## config.mk

```make
export PLATFORM = sky130hd
export DESIGN_NAME = ccc_calendar_ctrl
export DESIGN_NICKNAME = d
export VERILOG_FILES = /design/src/hdl/ccc_pkg.sv /design/src/hdl/ccc_tbase_if.sv /design/src/hdl/ccc_calendar_ctrl.sv /design/src/hdl/ccc_timebase.sv
export SDC_FILE = /design/constraint.sdc
export NUM_CORES = 1
export LEC_CHECK = 0
export BUFFER_PORTS_ARGS = -buffer_cell sky130_fd_sc_hd__buf_2
export CORE_ASPECT_RATIO = 1.25
export CORE_MARGIN = 1
export CORE_UTILIZATION = 28
export CTS_BUF_LIST = sky130_fd_sc_hd__clkbuf_16
export CTS_CLUSTER_DIAMETER = 40
export DETAILED_ROUTE_END_ITERATION = 10
export PLACE_DENSITY_LB_ADDON = 0.05
export SYNTH_ARGS = -nofsm -noshare
export SYNTH_HDL_FRONTEND = slang
export SYNTH_HIERARCHICAL = 1
export SYNTH_SLANG_ARGS = --single-unit
```

## constraint.sdc

```tcl
create_clock -name clk_sys -period 2.3 [get_ports clk_sys]
set_clock_uncertainty 0.1 [all_clocks]
set_input_delay 0.23 -clock clk_sys [delete_from_list [all_inputs] [get_ports clk_sys]]
set_output_delay 0.23 -clock clk_sys [all_outputs]
set_load 0.1 [all_outputs]
```

## src/hdl/ccc_pkg.sv

```systemverilog
// Constants shared by the calendar counter control block and its timebase.
// Assumes a 32-bit classic Wishbone bus with byte addresses and 8-bit registers.
package ccc_pkg;
  // ==========================================================
  // Register offsets (byte addresses)
  localparam logic [7:0] OFS_PER = 8'h00;
  localparam logic [7:0] OFS_CTLA = 8'h04;
  localparam logic [7:0] OFS_CTLB = 8'h08;
  localparam logic [7:0] OFS_CTLC = 8'h0c;
  localparam logic [7:0] OFS_IST = 8'h10;
  localparam logic [7:0] OFS_IMSK = 8'h14;
  // ==========================================================
  // Field positions
  localparam int PER_EN_BIT = 0;
  localparam int CTLA_SLOW_BIT = 4;
  localparam int CTLA_FAST_BIT = 5;
  localparam int CTLA_RUN_BIT = 7;
  localparam int CTLB_WAIT_BIT = 0;
  localparam int CTLB_FIX_BIT = 3;
  localparam int CTLB_ALM_BIT = 4;
  localparam int CTLC_ICT_LSB = 0;
  localparam int CTLC_DIVEN_BIT = 6;
  localparam int CTLC_IRQEN_BIT = 7;
  localparam int IRQ_FIX_BIT = 0;
  localparam int IRQ_ALM_BIT = 1;
  // ==========================================================
  // Reset values
  localparam logic [7:0] RST_REG = 8'h00;
  localparam logic [1:0] RST_IRQ = 2'h0;
  // ==========================================================
  // Timebase figures
  localparam int SUB_CLK_HZ = 32768;
  localparam int PRESCALE_W = 15;
  localparam int DIV512_BIT = 5;
  localparam int HZ1_BIT = 14;
  localparam logic [3:0] ICT_BASE_W = 4'h7;
  localparam int DIV_STOP_MAX_SUB = 2;
endpackage

```

## src/hdl/ccc_tbase_if.sv

```systemverilog
// Carrier between the control block and its sub-clock timebase.
// Assumes both ends run on clk_sys.
interface ccc_tbase_if #(parameter int W = 15);
  logic run;
  logic tick;
  logic sub_level;
  logic [W-1:0] count;
  modport src (input run, output tick, output sub_level, output count);
  modport snk (output run, input tick, input sub_level, input count);
endinterface

```

## src/hdl/ccc_calendar_ctrl.sv

```systemverilog
// Calendar counter control: Wishbone registers, flags, interrupt and clock outputs.
// Assumes alarm_match is a one-cycle pulse on clk_sys and the sub clock is a pin.
// Notes on behaviour
// - Enable off: control writes ignored, reads default
// - Output enables changed while running may glitch
// - Read-modify-write of flag register may clear flags
// - Writing one to a flag keeps it
// - Stopped divided pin goes low within two
// - Stopped 512 Hz pin may pulse one period
// - First divided interval after start may be short
module ccc_calendar_ctrl (
  input wire logic clk_sys,
  input wire logic rst_n,
  input wire logic wb_cyc,
  input wire logic wb_stb,
  input wire logic wb_we,
  input wire logic [7:0] wb_adr,
  input wire logic [3:0] wb_sel,
  input wire logic [31:0] wb_dat_w,
  output logic [31:0] wb_dat_r,
  output logic wb_ack,
  input wire logic crystal_sub_clock,
  input wire logic alarm_match,
  output logic irq,
  output logic fast_clk_out,
  output logic slow_clk_out,
  output logic divided_clock_pin,
  output logic access_wait_request
);
  // Timebase drives tick, level and count back over the carrier
  ccc_tbase_if #(.W(ccc_pkg::PRESCALE_W)) tb ();

  ccc_timebase #(.W(ccc_pkg::PRESCALE_W)) u_timebase (
    .clk_sys(clk_sys),
    .rst_n(rst_n),
    .crystal_sub_clock(crystal_sub_clock),
    .tb(tb.src)
  );

  // ==========================================================
  // Control state
  logic cal_periph_enable;
  logic counter_run;
  logic fast_clk_out_enable;
  logic slow_clk_out_enable;
  logic fixed_cycle_flag;
  logic alarm_detect_flag;
  logic [2:0] interval_sel;
  logic fixed_cycle_irq_enable;
  logic div_out_enable;
  logic [1:0] irq_status;
  logic [1:0] irq_mask;
  logic next_cal_periph_enable;
  logic next_counter_run;
  logic next_fast_clk_out_enable;
  logic next_slow_clk_out_enable;
  logic next_access_wait_request;
  logic next_fixed_cycle_flag;
  logic next_alarm_detect_flag;
  logic [2:0] next_interval_sel;
  logic next_fixed_cycle_irq_enable;
  logic next_div_out_enable;
  logic [1:0] next_irq_status;
  logic [1:0] next_irq_mask;
  logic next_irq;
  logic next_fast_clk_out;
  logic next_slow_clk_out;
  logic next_divided_clock_pin;
  logic next_wb_ack;
  logic [31:0] next_wb_dat_r;

  // Bus decode
  logic req;
  logic wr;
  logic ctl_sel;
  logic [7:0] wbyte;
  logic [7:0] rd_byte;
  logic fix_evt;
  logic [3:0] shamt;
  logic [14:0] fix_mask;

  // Request is live until the answer goes out; only the low byte lane is stored
  assign req = wb_cyc & wb_stb & ~wb_ack;
  assign wr = req & wb_we & wb_sel[0];
  assign wbyte = wb_dat_w[7:0];
  assign ctl_sel = (wb_adr == ccc_pkg::OFS_CTLA) | (wb_adr == ccc_pkg::OFS_CTLB) | (wb_adr == ccc_pkg::OFS_CTLC);
  assign tb.run = counter_run;

  // ==========================================================
  // Fixed-cycle event: prescaler wraps at the selected width
  always_comb begin
    shamt = {1'b0, interval_sel} + ccc_pkg::ICT_BASE_W;
    fix_mask = 15'((17'h1 << shamt) - 17'h1);
    // Interval zero keeps the fixed-cycle event off entirely
    fix_evt = tb.tick & counter_run & (interval_sel != 3'h0) & ((tb.count & fix_mask) == fix_mask);
  end

  // ==========================================================
  // Read mux
  always_comb begin
    rd_byte = 8'h00;
    case (wb_adr)
      ccc_pkg::OFS_PER: begin
        rd_byte[ccc_pkg::PER_EN_BIT] = cal_periph_enable;
      end
      ccc_pkg::OFS_CTLA: begin
        rd_byte[ccc_pkg::CTLA_RUN_BIT] = counter_run;
        rd_byte[ccc_pkg::CTLA_FAST_BIT] = fast_clk_out_enable;
        rd_byte[ccc_pkg::CTLA_SLOW_BIT] = slow_clk_out_enable;
      end
      ccc_pkg::OFS_CTLB: begin
        rd_byte[ccc_pkg::CTLB_WAIT_BIT] = access_wait_request;
        rd_byte[ccc_pkg::CTLB_FIX_BIT] = fixed_cycle_flag;
        rd_byte[ccc_pkg::CTLB_ALM_BIT] = alarm_detect_flag;
      end
      ccc_pkg::OFS_CTLC: begin
        rd_byte[ccc_pkg::CTLC_ICT_LSB +: 3] = interval_sel;
        rd_byte[ccc_pkg::CTLC_DIVEN_BIT] = div_out_enable;
        rd_byte[ccc_pkg::CTLC_IRQEN_BIT] = fixed_cycle_irq_enable;
      end
      ccc_pkg::OFS_IST: begin
        rd_byte[1:0] = irq_status;
      end
      ccc_pkg::OFS_IMSK: begin
        rd_byte[1:0] = irq_mask;
      end
      default: begin
        rd_byte = 8'h00;
      end
    endcase
    if (ctl_sel && !cal_periph_enable) begin
      rd_byte = ccc_pkg::RST_REG; // Disabled block shows defaults
    end
  end

  // ==========================================================
  // Next values of registers, flags and outputs
  always_comb begin
    next_cal_periph_enable = cal_periph_enable;
    next_counter_run = counter_run;
    next_fast_clk_out_enable = fast_clk_out_enable;
    next_slow_clk_out_enable = slow_clk_out_enable;
    next_access_wait_request = access_wait_request;
    next_interval_sel = interval_sel;
    next_fixed_cycle_irq_enable = fixed_cycle_irq_enable;
    next_div_out_enable = div_out_enable;
    next_irq_mask = irq_mask;
    next_fixed_cycle_flag = fixed_cycle_flag;
    next_alarm_detect_flag = alarm_detect_flag;
    next_irq_status = irq_status;
    if (wr && wb_adr == ccc_pkg::OFS_PER) begin
      next_cal_periph_enable = wbyte[ccc_pkg::PER_EN_BIT];
    end
    // Control writes only land while the block is enabled
    if (wr && cal_periph_enable) begin
      if (wb_adr == ccc_pkg::OFS_CTLA) begin
        next_counter_run = wbyte[ccc_pkg::CTLA_RUN_BIT];
        next_fast_clk_out_enable = wbyte[ccc_pkg::CTLA_FAST_BIT];
        next_slow_clk_out_enable = wbyte[ccc_pkg::CTLA_SLOW_BIT];
      end
      if (wb_adr == ccc_pkg::OFS_CTLB) begin
        next_access_wait_request = wbyte[ccc_pkg::CTLB_WAIT_BIT];
        // Zero clears, one keeps; a stale read-back zero clears too
        if (!wbyte[ccc_pkg::CTLB_FIX_BIT]) begin
          next_fixed_cycle_flag = 1'b0;
        end
        if (!wbyte[ccc_pkg::CTLB_ALM_BIT]) begin
          next_alarm_detect_flag = 1'b0;
        end
      end
      if (wb_adr == ccc_pkg::OFS_CTLC) begin
        next_interval_sel = wbyte[ccc_pkg::CTLC_ICT_LSB +: 3];
        next_div_out_enable = wbyte[ccc_pkg::CTLC_DIVEN_BIT];
        next_fixed_cycle_irq_enable = wbyte[ccc_pkg::CTLC_IRQEN_BIT];
      end
    end
    if (wr && wb_adr == ccc_pkg::OFS_IST) begin
      next_irq_status = irq_status & ~wbyte[1:0]; // Write one to clear
    end
    if (wr && wb_adr == ccc_pkg::OFS_IMSK) begin
      next_irq_mask = wbyte[1:0];
    end
    // Events win over a clear in the same cycle
    if (fix_evt) begin
      next_fixed_cycle_flag = 1'b1;
    end
    if (alarm_match) begin
      next_alarm_detect_flag = 1'b1;
      next_irq_status[ccc_pkg::IRQ_ALM_BIT] = 1'b1;
    end
    if (fix_evt && fixed_cycle_irq_enable) begin
      next_irq_status[ccc_pkg::IRQ_FIX_BIT] = 1'b1;
    end
    next_irq = |(next_irq_status & next_irq_mask);
    // Enables gate the outputs directly, so a change while running may glitch
    next_fast_clk_out = fast_clk_out_enable & tb.sub_level;
    next_slow_clk_out = slow_clk_out_enable & counter_run & tb.count[ccc_pkg::HZ1_BIT];
    // Pin moves only on sub-clock ticks: stop lands within two
    next_divided_clock_pin = divided_clock_pin;
    if (tb.tick) begin
      next_divided_clock_pin = div_out_enable & counter_run & tb.count[ccc_pkg::DIV512_BIT];
    end
    // Prescaler phase is not aligned to the enable
    next_wb_ack = req;
    next_wb_dat_r = (req && !wb_we) ? {24'h000000, rd_byte} : 32'h00000000;
  end

  // Register stage; reset puts every bit at its default
  always_ff @(posedge clk_sys) begin
    if (!rst_n) begin
      cal_periph_enable <= 1'b0;
      counter_run <= 1'b0;
      fast_clk_out_enable <= 1'b0;
      slow_clk_out_enable <= 1'b0;
      access_wait_request <= 1'b0;
      fixed_cycle_flag <= 1'b0;
      alarm_detect_flag <= 1'b0;
      interval_sel <= 3'h0;
      fixed_cycle_irq_enable <= 1'b0;
      div_out_enable <= 1'b0;
      irq_status <= ccc_pkg::RST_IRQ;
      irq_mask <= ccc_pkg::RST_IRQ;
      irq <= 1'b0;
      fast_clk_out <= 1'b0;
      slow_clk_out <= 1'b0;
      divided_clock_pin <= 1'b0;
      wb_ack <= 1'b0;
      wb_dat_r <= 32'h00000000;
    end else begin
      cal_periph_enable <= next_cal_periph_enable;
      counter_run <= next_counter_run;
      fast_clk_out_enable <= next_fast_clk_out_enable;
      slow_clk_out_enable <= next_slow_clk_out_enable;
      access_wait_request <= next_access_wait_request;
      fixed_cycle_flag <= next_fixed_cycle_flag;
      alarm_detect_flag <= next_alarm_detect_flag;
      interval_sel <= next_interval_sel;
      fixed_cycle_irq_enable <= next_fixed_cycle_irq_enable;
      div_out_enable <= next_div_out_enable;
      irq_status <= next_irq_status;
      irq_mask <= next_irq_mask;
      irq <= next_irq;
      fast_clk_out <= next_fast_clk_out;
      slow_clk_out <= next_slow_clk_out;
      divided_clock_pin <= next_divided_clock_pin;
      wb_ack <= next_wb_ack;
      wb_dat_r <= next_wb_dat_r;
    end
  end

  // ==========================================================
  // Assertion helpers: sub-clock ticks since the divided output was stopped
  logic [1:0] stop_ticks;
  always_ff @(posedge clk_sys) begin
    if (!rst_n || (div_out_enable && counter_run)) begin
      stop_ticks <= 2'h0;
    end else if (tb.tick && stop_ticks != 2'h3) begin
      stop_ticks <= 2'(stop_ticks + 2'h1);
    end
  end
endmodule

```

## src/hdl/ccc_timebase.sv

```systemverilog
// Sub-clock timebase: synchronises the crystal sub clock and runs a prescaler.
// Assumes the crystal sub clock is far slower than clk_sys.
module ccc_timebase #(
  parameter int W = ccc_pkg::PRESCALE_W
) (
  input wire logic clk_sys,
  input wire logic rst_n,
  input wire logic crystal_sub_clock,
  ccc_tbase_if.src tb
);
  logic [2:0] sync;
  logic lvl;
  logic tick;
  logic [W-1:0] count;
  logic [2:0] next_sync;
  logic next_lvl;
  logic next_tick;
  logic [W-1:0] next_count;

  // ==========================================================
  // Synchroniser, level filter and prescaler
  always_comb begin
    next_sync = {sync[1:0], crystal_sub_clock};
    next_lvl = (sync[1] == sync[2]) ? sync[2] : lvl; // Stages two and three agree
    next_tick = next_lvl & ~lvl;
    if (!tb.run) begin
      next_count = '0; // Stopped prescaler restarts from zero
    end else if (tick) begin
      next_count = W'(count + 1'b1);
    end else begin
      next_count = count;
    end
  end

  always_ff @(posedge clk_sys) begin
    if (!rst_n) begin
      sync <= 3'h0;
      lvl <= 1'b0;
      tick <= 1'b0;
      count <= '0;
    end else begin
      sync <= next_sync;
      lvl <= next_lvl;
      tick <= next_tick;
      count <= next_count;
    end
  end

  assign tb.tick = tick;
  assign tb.sub_level = lvl;
  assign tb.count = count;
endmodule

```

Word level (Yosys, flattened, before mapping)
Index checks and enable logic that the tools add are counted.
- bits in registers: 73
- output and inout bits: 38
- input port bits: 51
- add/subtract/negate cells: 3
- equal/unequal tests: 9
- bitwise operators: 26
- shift operators: 1
- reductions and logical operators: 26
- multiplexer cells: 17
- operator list (operator ; count):
    == test 8 x 4 -> 1 bit (second input constant) ; 2
    == test 8 x 5 -> 1 bit (second input constant) ; 2
    adder 15 x 1 -> 15 bit (second input constant) ; 1
    bitwise AND 15 bit ; 1
    == test 15 bit ; 1
    << shifter 1 x 4 -> 15 bit (first input constant) ; 1
    subtractor 15 x 1 -> 15 bit (second input constant) ; 1
    bitwise AND 1 bit ; 13
    OR reduction 4 bit ; 3
    2-to-1 mux 1 bit ; 11
    == test 8 x 3 -> 1 bit (second input constant) ; 1
    zero test 8 bit ; 1
    AND reduction 2 bit ; 4
    nonzero test 2 bit ; 4
    logical AND 1 bit ; 7
    NOT 1 bit ; 7
    AND reduction 3 bit ; 2
    one-hot mux 1 bit (5 select lines) ; 1
    adder 3 x 3 -> 4 bit (second input constant) ; 1
    bitwise AND 2 bit ; 2
    2-to-1 mux 2 bit ; 2
    != test 2 x 1 -> 1 bit (second input constant) ; 2
    one-hot mux 1 bit (2 select lines) ; 2
    one-hot mux 1 bit (3 select lines) ; 1
    7 further kinds ; 9

Depth between registers and ports, before layout
Gate-level depths: netlist of run 1.
- depth in word-level cells: 10
- mapped depth: 6
- gate-level depth less buffers: 6

By module
Netlist of run 1, hierarchy kept.
- by module, submodules not included (module ; seq. area each (um2) ; times used ; area an instance (um2) ; cells an instance):
    ccc_calendar_ctrl ; 580.6 ; 1 ; 1566.5 ; 173
    ccc_timebase ; 400.4 ; 1 ; 800.8 ; 83

Worst setup path before layout of run 1
OpenSTA, ideal clock, no wires.
- path kind: reg2reg
- start: register wb_ack
- end: register access_wait_request
- buffers on the path: 0
- library setup time: 120 ps
- arrival time: 1820 ps
- stages on the path, launching flop included: 6
- clock period less this slack: 2039 ps
- path slack: 261 ps
- path through: dfxtp_1 -> and3b_2 -> and3_1 -> nand4_1 -> mux2i_1 -> nor2b_1
- word-level cells in the longest chain between the ends: 6
- ends and longest elaborated chain (element ; RTL line ; RTL):
    start: declaration ; ccc_calendar_ctrl.sv:21 ; output logic wb_ack,
    start signal: assignment ; ccc_calendar_ctrl.sv:246 ; wb_ack <= next_wb_ack;
    NOT 1 bit ; ccc_calendar_ctrl.sv:83 ; assign req = wb_cyc & wb_stb & ~wb_ack;
    bitwise AND 1 bit ; ccc_calendar_ctrl.sv:83 ;
    bitwise AND 1 bit (2 in series) ; ccc_calendar_ctrl.sv:84 ; assign wr = req & wb_we & wb_sel[0];
    logical AND 1 bit ; ccc_calendar_ctrl.sv:155 ; if (wr && cal_periph_enable) begin
    AND reduction 2 bit (no line) ; n/a ;
    end signal: assignment ; ccc_calendar_ctrl.sv:234 ; access_wait_request <= next_access_wait_request;
    end: declaration ; ccc_calendar_ctrl.sv:28 ; output logic access_wait_request
Every way passes these cells.
A chain may end at the register's enable or synchronous reset.

Worst setup path in the final report of run 1
- start: register u_timebase.count[3] (netlist: u_timebase/tb.count[3])
- end: register u_timebase.count[13] (netlist: u_timebase/tb.count[13])
- word-level cells in the longest chain between the ends: 1
- ends and longest elaborated chain (element ; RTL line ; RTL):
    start: declaration ; ccc_timebase.sv:14 ; logic [W-1:0] count;
    start signal: assignment ; ccc_timebase.sv:45 ; count <= next_count;
    adder 15 x 1 -> 15 bit ; ccc_timebase.sv:29 ; next_count = W'(count + 1'b1);
Every way passes these cells.

==> flow_metrics.tcl, run 1 <==
set metrics [dict create \
    core_region_area_mm2 0.00819 \
    drcViolationCount 12 \
    postSynth.asyncResetShare_pct 0 \
    grt_max_degree 17 \
    yosysSeqAreaShare_pct 41.4 \
    cts_tree "done" \
    via_count 1795 \
    total_leakage_power_nw 1.07 \
    syn_area_mm2 0.00237 \
    cp_slowest_cell "and4_1" \
    hpwl_um 4010 \
    layout_common_cells "dfxtp_1, buf_2, nor2_1, conb_1, nand2_1" \
    ys_types 49 \
    fin_area_mm2 0.00272 \
    drt-initial-drc-count 38 \
    powerDensity_mw_per_mm2 707 \
    antenna_cells 0 \
    synth-seq-cells 49 \
    gr-max-usage-layer "met2" \
    antenna_found_initial 0 \
    post_cts_resized 0 \
    rows 37 \
    avgRoutedWirePerCell_um 13.4 \
    grt_setup_unrepaired "false" \
    die_h_um 105 \
    initial_utilization_pct 28.9 \
    hold_viol 0 \
    synthCells 256 \
    cts_buffer_depth 2 \
    worst_setup_path_start_kind "flop" \
    grt_pass1_wl_um 8550 \
    max_clock_freq_ghz 0.605 \
    num-nets-final 348 \
    drive_gt1_share_pct 20.3 \
    grt_pass1_vias 1771 \
    layout_setup_ws_ns 0.646 \
    clock_sinks 49 \
    grtUsageMet3_pct 2.84 \
    cp.required_ns 2.41 \
    final-setup-viol-count 0 \
    setup-tns-final_ns 0 \
    grt-ovfl-total 0 \
    worst-path-max-fanout 8 \
    worst_slew_pin_slew_ns 0.521 \
    ys_warn_count 6 \
    place_area_mm2 0.00256 \
    path_cells "and4_1, nand3_4, or3_1, a21oi_1" \
    arrival_ns 1.77 \
    ir_drop_uv 273 \
    synth_ff_type "dfxtp_1" \
    preCtsSetupSlack_ns 0.387 \
    clk_latency_ns 0.29 \
    synth_edf_count 0 \
    cp-end-kind "flop" \
    status "finished with violations" \
    power_mw 1.92 \
    final_common_cell "dfxtp_1" \
    met1_usage_pct 14.2 \
    critPathKind "flop to flop" \
    gp_congestion 0.753 \
    first_pass_iters 7 \
    max-cap-violations 0 \
    ant_nets 0 \
    htree_levels 2 \
    area_growth_pct 15.0 \
    use_met2_pct 22.8 \
    fin_crit_sh_pct 71.9 \
    die-area_mm2 0.00883 \
    post_cts_buffers 0 \
    clk_pin_slew_ns 0.06 \
    maxSlewViolCount 0 \
    fin_crit_ns 1.65 \
    post_drt_via_cell_ratio 4.57 \
    slew_headroom_pct 65.2 \
    max_stage_delay_ns 0.45 \
    syn_avg_cell_area_um2 9.25 \
    hold_class "input port to flop" \
    violations "DRC" \
    cts_hold_buf 0 \
    die_w_um 84.2 \
    port_buffers 37 \
    io_pins 89 \
    fill_cells 877 \
    grt_usage_pct 12.6 \
    cts_root_buf "clkbuf_16" \
    routed_wl_um 5260 \
    numCtsBuffers 5 \
]
state kept, by name (all words and copies together) (netlist names):
| name | cells |
|---|---|
| u_timebase/tb.count | 15 |
| wb_dat_r | 8 |
| interval_sel | 3 |
| u_timebase/sync | 3 |
| irq_mask | 2 |
| irq_status | 2 |
| access_wait_request | 1 |
| alarm_detect_flag | 1 |
| cal_periph_enable | 1 |
| counter_run | 1 |
| div_out_enable | 1 |
| divided_clock_pin | 1 |
| fast_clk_out | 1 |
| fast_clk_out_enable | 1 |
| fixed_cycle_flag | 1 |
| fixed_cycle_irq_enable | 1 |
| irq | 1 |
| slow_clk_out | 1 |
| slow_clk_out_enable | 1 |
| u_timebase/tb.sub_level | 1 |
| u_timebase/tb.tick | 1 |
| wb_ack | 1 |
cell usage after synthesis, types with 3 or more instances:
library cell | n | share of area, %
dfxtp_1 | 49 | 41
nor2_1 | 26 | 4.1
buf_4 | 25 | 7.9
nand2_1 | 17 | 2.7
mux2i_1 | 12 | 5.1
xor2_1 | 11 | 4.1
nand4_1 | 10 | 2.6
nor2b_1 | 10 | 2.6
o21ai_0 | 10 | 2.1
and2_1 | 8 | 2.1
a21boi_0 | 6 | 1.9
inv_1 | 6 | 0.95
nand3_1 | 6 | 1.3
nor3_1 | 6 | 1.3
and3_1 | 5 | 1.3
a21oi_1 | 3 | 0.63
and4_1 | 3 | 1.1
clkbuf_1 | 3 | 0.48
critical path, delay by kind of cell, from the launching register on:
family           cells  cell delay (ns)
AO/OA/AOI/OAI        1             0.13
flip-flops           1             0.42
AND/OR/NAND/NOR      3             0.92
cell type report:
class / count / area (um2) / share of cell area (%)
Clock inverter: 3 / 37.5 / 1.38
Inverter: 6 / 22.5 / 0.828
Multi-Input combinational cell: 194 / 1230 / 45.3
Timing Repair Buffer: 39 / 200 / 7.36
Sequential cell: 49 / 981 / 36.0
Tap cell: 97 / 121 / 4.46
Clock buffer: 5 / 125 / 4.60
kinds of logic after synthesis:
logic type	after synthesis	share of synthesized area, %
XOR/XNOR	12	4.44
buffers and inverters	37	10.3
adder cells (fa/ha/maj)	2	1.06
AO/OA/AOI/OAI	33	10.4
other	2	0.317
flip-flops	49	41.4
multiplexers	13	5.55
AND/OR/NAND/NOR	108	26.6
per-stage QoR:
step	util (%)	cells	hold slack, ns
6_report	33.2	393	0.0488
5_1_grt	33.2	393	0.0409
4_1_cts	33.2	393	0.0443
3_5_place_dp	31.2	385	0.318
3_3_place_gp	31.2	385	0.315
2_1_floorplan	-	280	0.252
routing by layer:
metal,up-vias,share of wire [%]
li1,912,-
met1,834,44
met2,43,51
met3,6,4.1
met4,0,1.6
met5,-,0
final timing paths:
| kind | start | endpoint | slack [ns] | depth (start not counted) |
|---|---|---|---|---|
| worst max-delay path | u_timebase/tb.count[3] | u_timebase/tb.count[13] | 0.65 | 4 |
| worst min-delay path | crystal_sub_clock | u_timebase/sync[0] | 0.05 | 2 |
| worst max register to register | u_timebase/tb.count[3] | u_timebase/tb.count[13] | 0.65 | 4 |
| worst min register to register | u_timebase/sync[0] | u_timebase/sync[1] | 0.33 | 1 |
report_power, final:
part	total (mW)	switching, mW	internal, mW
registers	0.856	0.00231	0.854
logic	0.247	0.216	0.0314
clock network	0.820	0.314	0.506
Power figures use the tool's default switching activity.
==> inputs of run 2 (changes only) <==
==> constraint.sdc (replaced) <==
create_clock -name clk_sys -period 1.6 [get_ports clk_sys]
set_clock_uncertainty 0.1 [all_clocks]
set_input_delay 0.16 -clock clk_sys [delete_from_list [all_inputs] [get_ports clk_sys]]
set_output_delay 0.16 -clock clk_sys [all_outputs]
set_load 0.1 [all_outputs]
==> run 2 against run 1 <==
  * The flow still finishes with violations (DRC)
  * Cell count grew 5.9%
  * Largest cell class unchanged
  * Non-clock buffer count grew 23
  * First-iteration DRC count grew 68%
  * Largest power group unchanged
  * Die area is the same
  * Global-route usage grew 0.52 points
==> flow_metrics.tcl, run 2 (same netlist as run 1, synthesis figures left out) <==
set metrics [dict create \
    grt_max_degree 24 \
    place_area_mm2 0.00276 \
    max_stage_delay_ns 0.33 \
    drive_gt1_share_pct 28.5 \
    clk_latency_ns 0.28 \
    maxSlewViolCount 0 \
    initial_utilization_pct 28.9 \
    drt-initial-drc-count 64 \
    hold_viol 0 \
    antenna_found_initial 0 \
    cts_buffer_depth 2 \
    cts_tree "done" \
    worst-path-max-fanout 4 \
    first_pass_iters 7 \
    num-nets-final 371 \
    hold_slack_ns 0.0416 \
    final_common_cell "dfxtp_1" \
    avgRoutedWirePerCell_um 13.1 \
    gp_congestion 0.742 \
    die_w_um 84.2 \
    grt-ovfl-total 0 \
    grt_setup_unrepaired "true" \
    layout_setup_ws_ns 0.0232 \
    critPathKind "flop to flop" \
    multi_input_area_mm2 0.00127 \
    grt_usage_pct 13.1 \
    powerDensity_mw_per_mm2 889 \
    total_leakage_power_nw 1.19 \
    arrival_ns 1.66 \
    area_growth_pct 23.5 \
    ir_drop_uv 342 \
    antenna_cells 0 \
    fin_util_pct 35.7 \
    violations "DRC" \
    grt_pass1_vias 1887 \
    placedCellCount 406 \
    clk_pin_slew_ns 0.06 \
    cp.required_ns 1.68 \
    fill_cells 899 \
    crit_family "simple AND/OR/NAND/NOR gates" \
    die_h_um 105 \
    largest_reg_flops 15 \
    layout.area.seq_um2 988 \
    power_mw 2.60 \
    hold_class "input port to flop" \
    top_regs "u_timebase/tb.count: 15 flops, wb_dat_r: 8 flops" \
    final-setup-viol-count 0 \
    htree_levels 2 \
    port_buffers 37 \
    routed_wl_um 5440 \
    cts_root_buf "clkbuf_16" \
    stdcell_count 416 \
    critPathBufInv 0 \
    worst_setup_path_start_kind "flop" \
    post_drt_via_cell_ratio 4.49 \
    fin_crit_sh_pct 98.5 \
    cp_slowest_cell "dfxtp_4" \
    grt_pass1_wl_um 9050 \
    status "finished with violations" \
    max-cap-violations 0 \
    max_clock_freq_ghz 0.634 \
    hpwl_um 4240 \
    layout_common_cells "dfxtp_1, buf_2, nor2_1, conb_1, buf_4" \
    rows 37 \
    ant_nets 0 \
    fin_area_mm2 0.00292 \
    top_register "u_timebase/tb.count" \
    preCtsSetupSlack_ns -0.00305 \
    cp-end-kind "flop" \
    core_region_area_mm2 0.00819 \
    setup-tns-final_ns 0 \
    path_cells "and3b_2, and3_4, a41oi_2, a31o_2, a22o_1" \
    clock_sinks 49 \
    io_pins 89 \
    numCtsBuffers 5 \
    via_count 1867 \
    fin_crit_ns 1.58 \
    die-area_mm2 0.00883 \
    drcViolationCount 11 \
]
[run 2: area by class of cell]
class	count	share of cell area, %
clock buffers	5	4.28
clock inverters	3	0.428
inverters	6	0.770
multi-input cells	194	43.3
flip-flops and latches	49	33.8
well taps	97	4.15
repair buffers	62	13.3
[run 2: power by group]
group / internal, mW / total (mW) / switching, mW
clock network: 0.566 / 0.999 / 0.433
logic: 0.0563 / 0.370 / 0.314
registers: 1.23 / 1.23 / 0.00316
total: 1.85 / 2.60 / 0.751
[run 2: path summary, 6_finish.rpt]
check                         from             endpoint  slack [ns]  depth (start not counted)
setup reg to reg            wb_ack                  irq        0.02                          5
hold / removal         wb_dat_w[5]  fast_clk_out_enable        0.04                          3
setup / recovery            wb_ack                  irq        0.02                          5
hold reg to reg   fixed_cycle_flag          wb_dat_r[3]        0.33                          2
[run 2: what timing repair did]
action,CTS,global route
cloned,0,0
endpoints found under the hold margin,1,0
hold buffers,1,0
setup endpoints to repair,1,8
pin swaps,0,1
buffers inserted,0,1
gates resized for setup,1,5
[run 2: worst min-delay path, cell delays in order]
cell	delay [ns]
buf_2	0.08
mux2i_1	0.06
nor2b_1	0.09
[run 2: per-layer routing]
layer  wire length, um  global-route usage (%)  vias up  share of wire, %
li1                  -                       -      955                 -
met1              2370                    14.9      870                44
met2              2770                    23.9       38                51
met3               250                    2.84        4               4.6
met4                47                    4.43        0              0.86
met5                 0                       0        -                 0
==> inputs of run 3 (changes only) <==
==> constraint.sdc (replaced) <==
create_clock -name clk_sys -period 1.6 [get_ports clk_sys]
set_clock_uncertainty 0.1 [all_clocks]
set_input_delay 0.08 -clock clk_sys [delete_from_list [all_inputs] [get_ports clk_sys]]
set_output_delay 0.08 -clock clk_sys [all_outputs]
set_load 0.1 [all_outputs]
==> run 3 against run 2 <==
  * The run ends with DRC, setup timing left
  * First-iteration DRC count shrank 41%
  * Critical path depth is the same
  * Maximum frequency shrank 1.7%
  * Critical endpoint unchanged
  * Largest power group unchanged
==> flow_metrics.tcl, run 3 (same netlist as run 1, synthesis figures left out) <==
set metrics [dict create \
    status "finished with violations" \
    violations "DRC, setup timing" \
    grt-ovfl-total 0 \
    min_to "interval_sel[0]" \
    drt-initial-drc-count 38 \
    grt_pass1_wl_um 9030 \
    antenna_found_initial 0 \
    hpwl_um 4230 \
    die-area_mm2 0.00883 \
    layout_setup_ws_ns -0.00413 \
    die_w_um 84.2 \
    worst_slew_pin_slew_ns 0.559 \
    stdcell_count 420 \
    drive_gt1_share_pct 27.6 \
    reg2reg_depth 5 \
    port_buffers 37 \
    min_path_cells 3 \
    largest_reg_flops 15 \
    r2r_slack_ns -0.004 \
    powerDensity_mw_per_mm2 880 \
    via_count 1890 \
    arrival_ns 1.69 \
    grt_setup_unrepaired "true" \
    die_h_um 105 \
    first_pass_iters 7 \
    worst-path-max-fanout 4 \
    initial_utilization_pct 28.9 \
    worst_setup_path_start_kind "flop" \
    rr_startpoint "wb_ack" \
    rows 37 \
    cp.required_ns 1.68 \
    area_growth_pct 25.4 \
    cts_root_buf "clkbuf_16" \
    num-nets-final 375 \
    r2r-end "irq" \
    io_pins 89 \
    top_regs "u_timebase/tb.count: 15 flops, wb_dat_r: 8 flops" \
    hp-start "wb_dat_w[0]" \
    slew_headroom_pct 62.6 \
    cts_buffer_depth 2 \
    preCtsSetupSlack_ns 0.0167 \
    avgRoutedWirePerCell_um 13.1 \
    final-setup-viol-count 1 \
    post_drt_via_cell_ratio 4.50 \
    drcViolationCount 10 \
    layout.area.seq_um2 990 \
    multi_input_area_mm2 0.00126 \
    clock_sinks 49 \
    final_common_cell "dfxtp_1" \
    max_clock_freq_ghz 0.623 \
    total_leakage_power_nw 1.21 \
    cp-end-kind "flop" \
    numCtsBuffers 5 \
    grt_pass1_vias 1875 \
    grt_usage_pct 13.0 \
    hold_class "input port to flop" \
    fin_util_pct 36.2 \
    ant_nets 0 \
    top_register "u_timebase/tb.count" \
    critPathKind "flop to flop" \
    max-cap-violations 0 \
    fin_crit_ns 1.60 \
    maxSlewViolCount 0 \
    clk_latency_ns 0.29 \
    htree_levels 2 \
    routed_wl_um 5480 \
    hold_viol 0 \
    core_region_area_mm2 0.00819 \
    layout_common_cells "dfxtp_1, buf_2, nor2_1, conb_1, buf_4" \
    setup-tns-final_ns -0.00413 \
    grt_max_degree 19 \
    placedCellCount 403 \
    fill_cells 861 \
    fin_crit_sh_pct 100 \
    clk_pin_slew_ns 0.07 \
    antenna_cells 0 \
    cts_tree "done" \
    ir_drop_uv 445 \
    gp_congestion 0.737 \
]
[run 3: cell count changes in the layout (fill, tap and decap cells not counted), sizes merged]
cell,before,now
clkinv,3,1
buf,61,59
dlygate4sd3,1,7
inv,6,8
[run 3: worst max-delay path by stage]
stage | to | slack (ns) | from
floorplan | irq | -0.02 | wb_ack
global placement | irq | -0.006 | interval_sel[2]
detailed placement | irq | 0.02 | wb_ack
CTS | irq | 0.0002 | wb_ack
global route | slow_clk_out_enable | -0.07 | wb_ack
finish | irq | -0.004 | wb_ack
[run 3: critical path: stages, from the launching register on]
cell and delay [ns]:
dfxtp_4 0.33, and3b_2 0.29, and3_4 0.24, a41oi_2 0.12
a31o_2 0.25, a22o_1 0.17
[run 3: power breakdown]
part / switching [mW] / total (mW) / internal (mW) / leakage [nW]
sequential: 0.00307 / 1.23 / 1.23 / 0.399
clock: 0.436 / 1.00 / 0.563 / 0.0738
combinational: 0.316 / 0.384 / 0.0677 / 0.740
[run 3: per-stage QoR]
step / total power [mW] / hold slack [ns] / area (um2)
after floorplan: 1.60 / 0.102 / 2480
after global placement: 1.62 / 0.188 / 2730
after detailed placement: 1.62 / 0.193 / 2730
after CTS: 2.67 / 0.00762 / 2940
after global routing: 2.72 / 0.0283 / 2970
final: 2.61 / 0.00834 / 2970
[run 3: area by class of cell]
class / count / share of cell area, %
flip-flops and latches: 49 / 33.3
clock buffers: 5 / 4.22
inverters: 6 / 0.759
well taps: 97 / 4.09
clock inverters: 3 / 0.379
multi-input cells: 194 / 42.6
repair buffers: 66 / 14.6
[run 3: what timing repair did]
item,CTS,global route
resized for setup,0,7
hold endpoints to repair,9,0
buffers inserted,0,2
hold buffers,7,0
setup endpoints to repair,0,9
[run 3: metal layers]
metal | vias to the layer above | track usage (%) | routed length (um)
met2 | 35 | 23.8 | 2810
met1 | 884 | 14.8 | 2370
li1 | 966 | - | -
met4 | 0 | 4.80 | 84
met3 | 5 | 2.61 | 214
met5 | - | 0 | 0
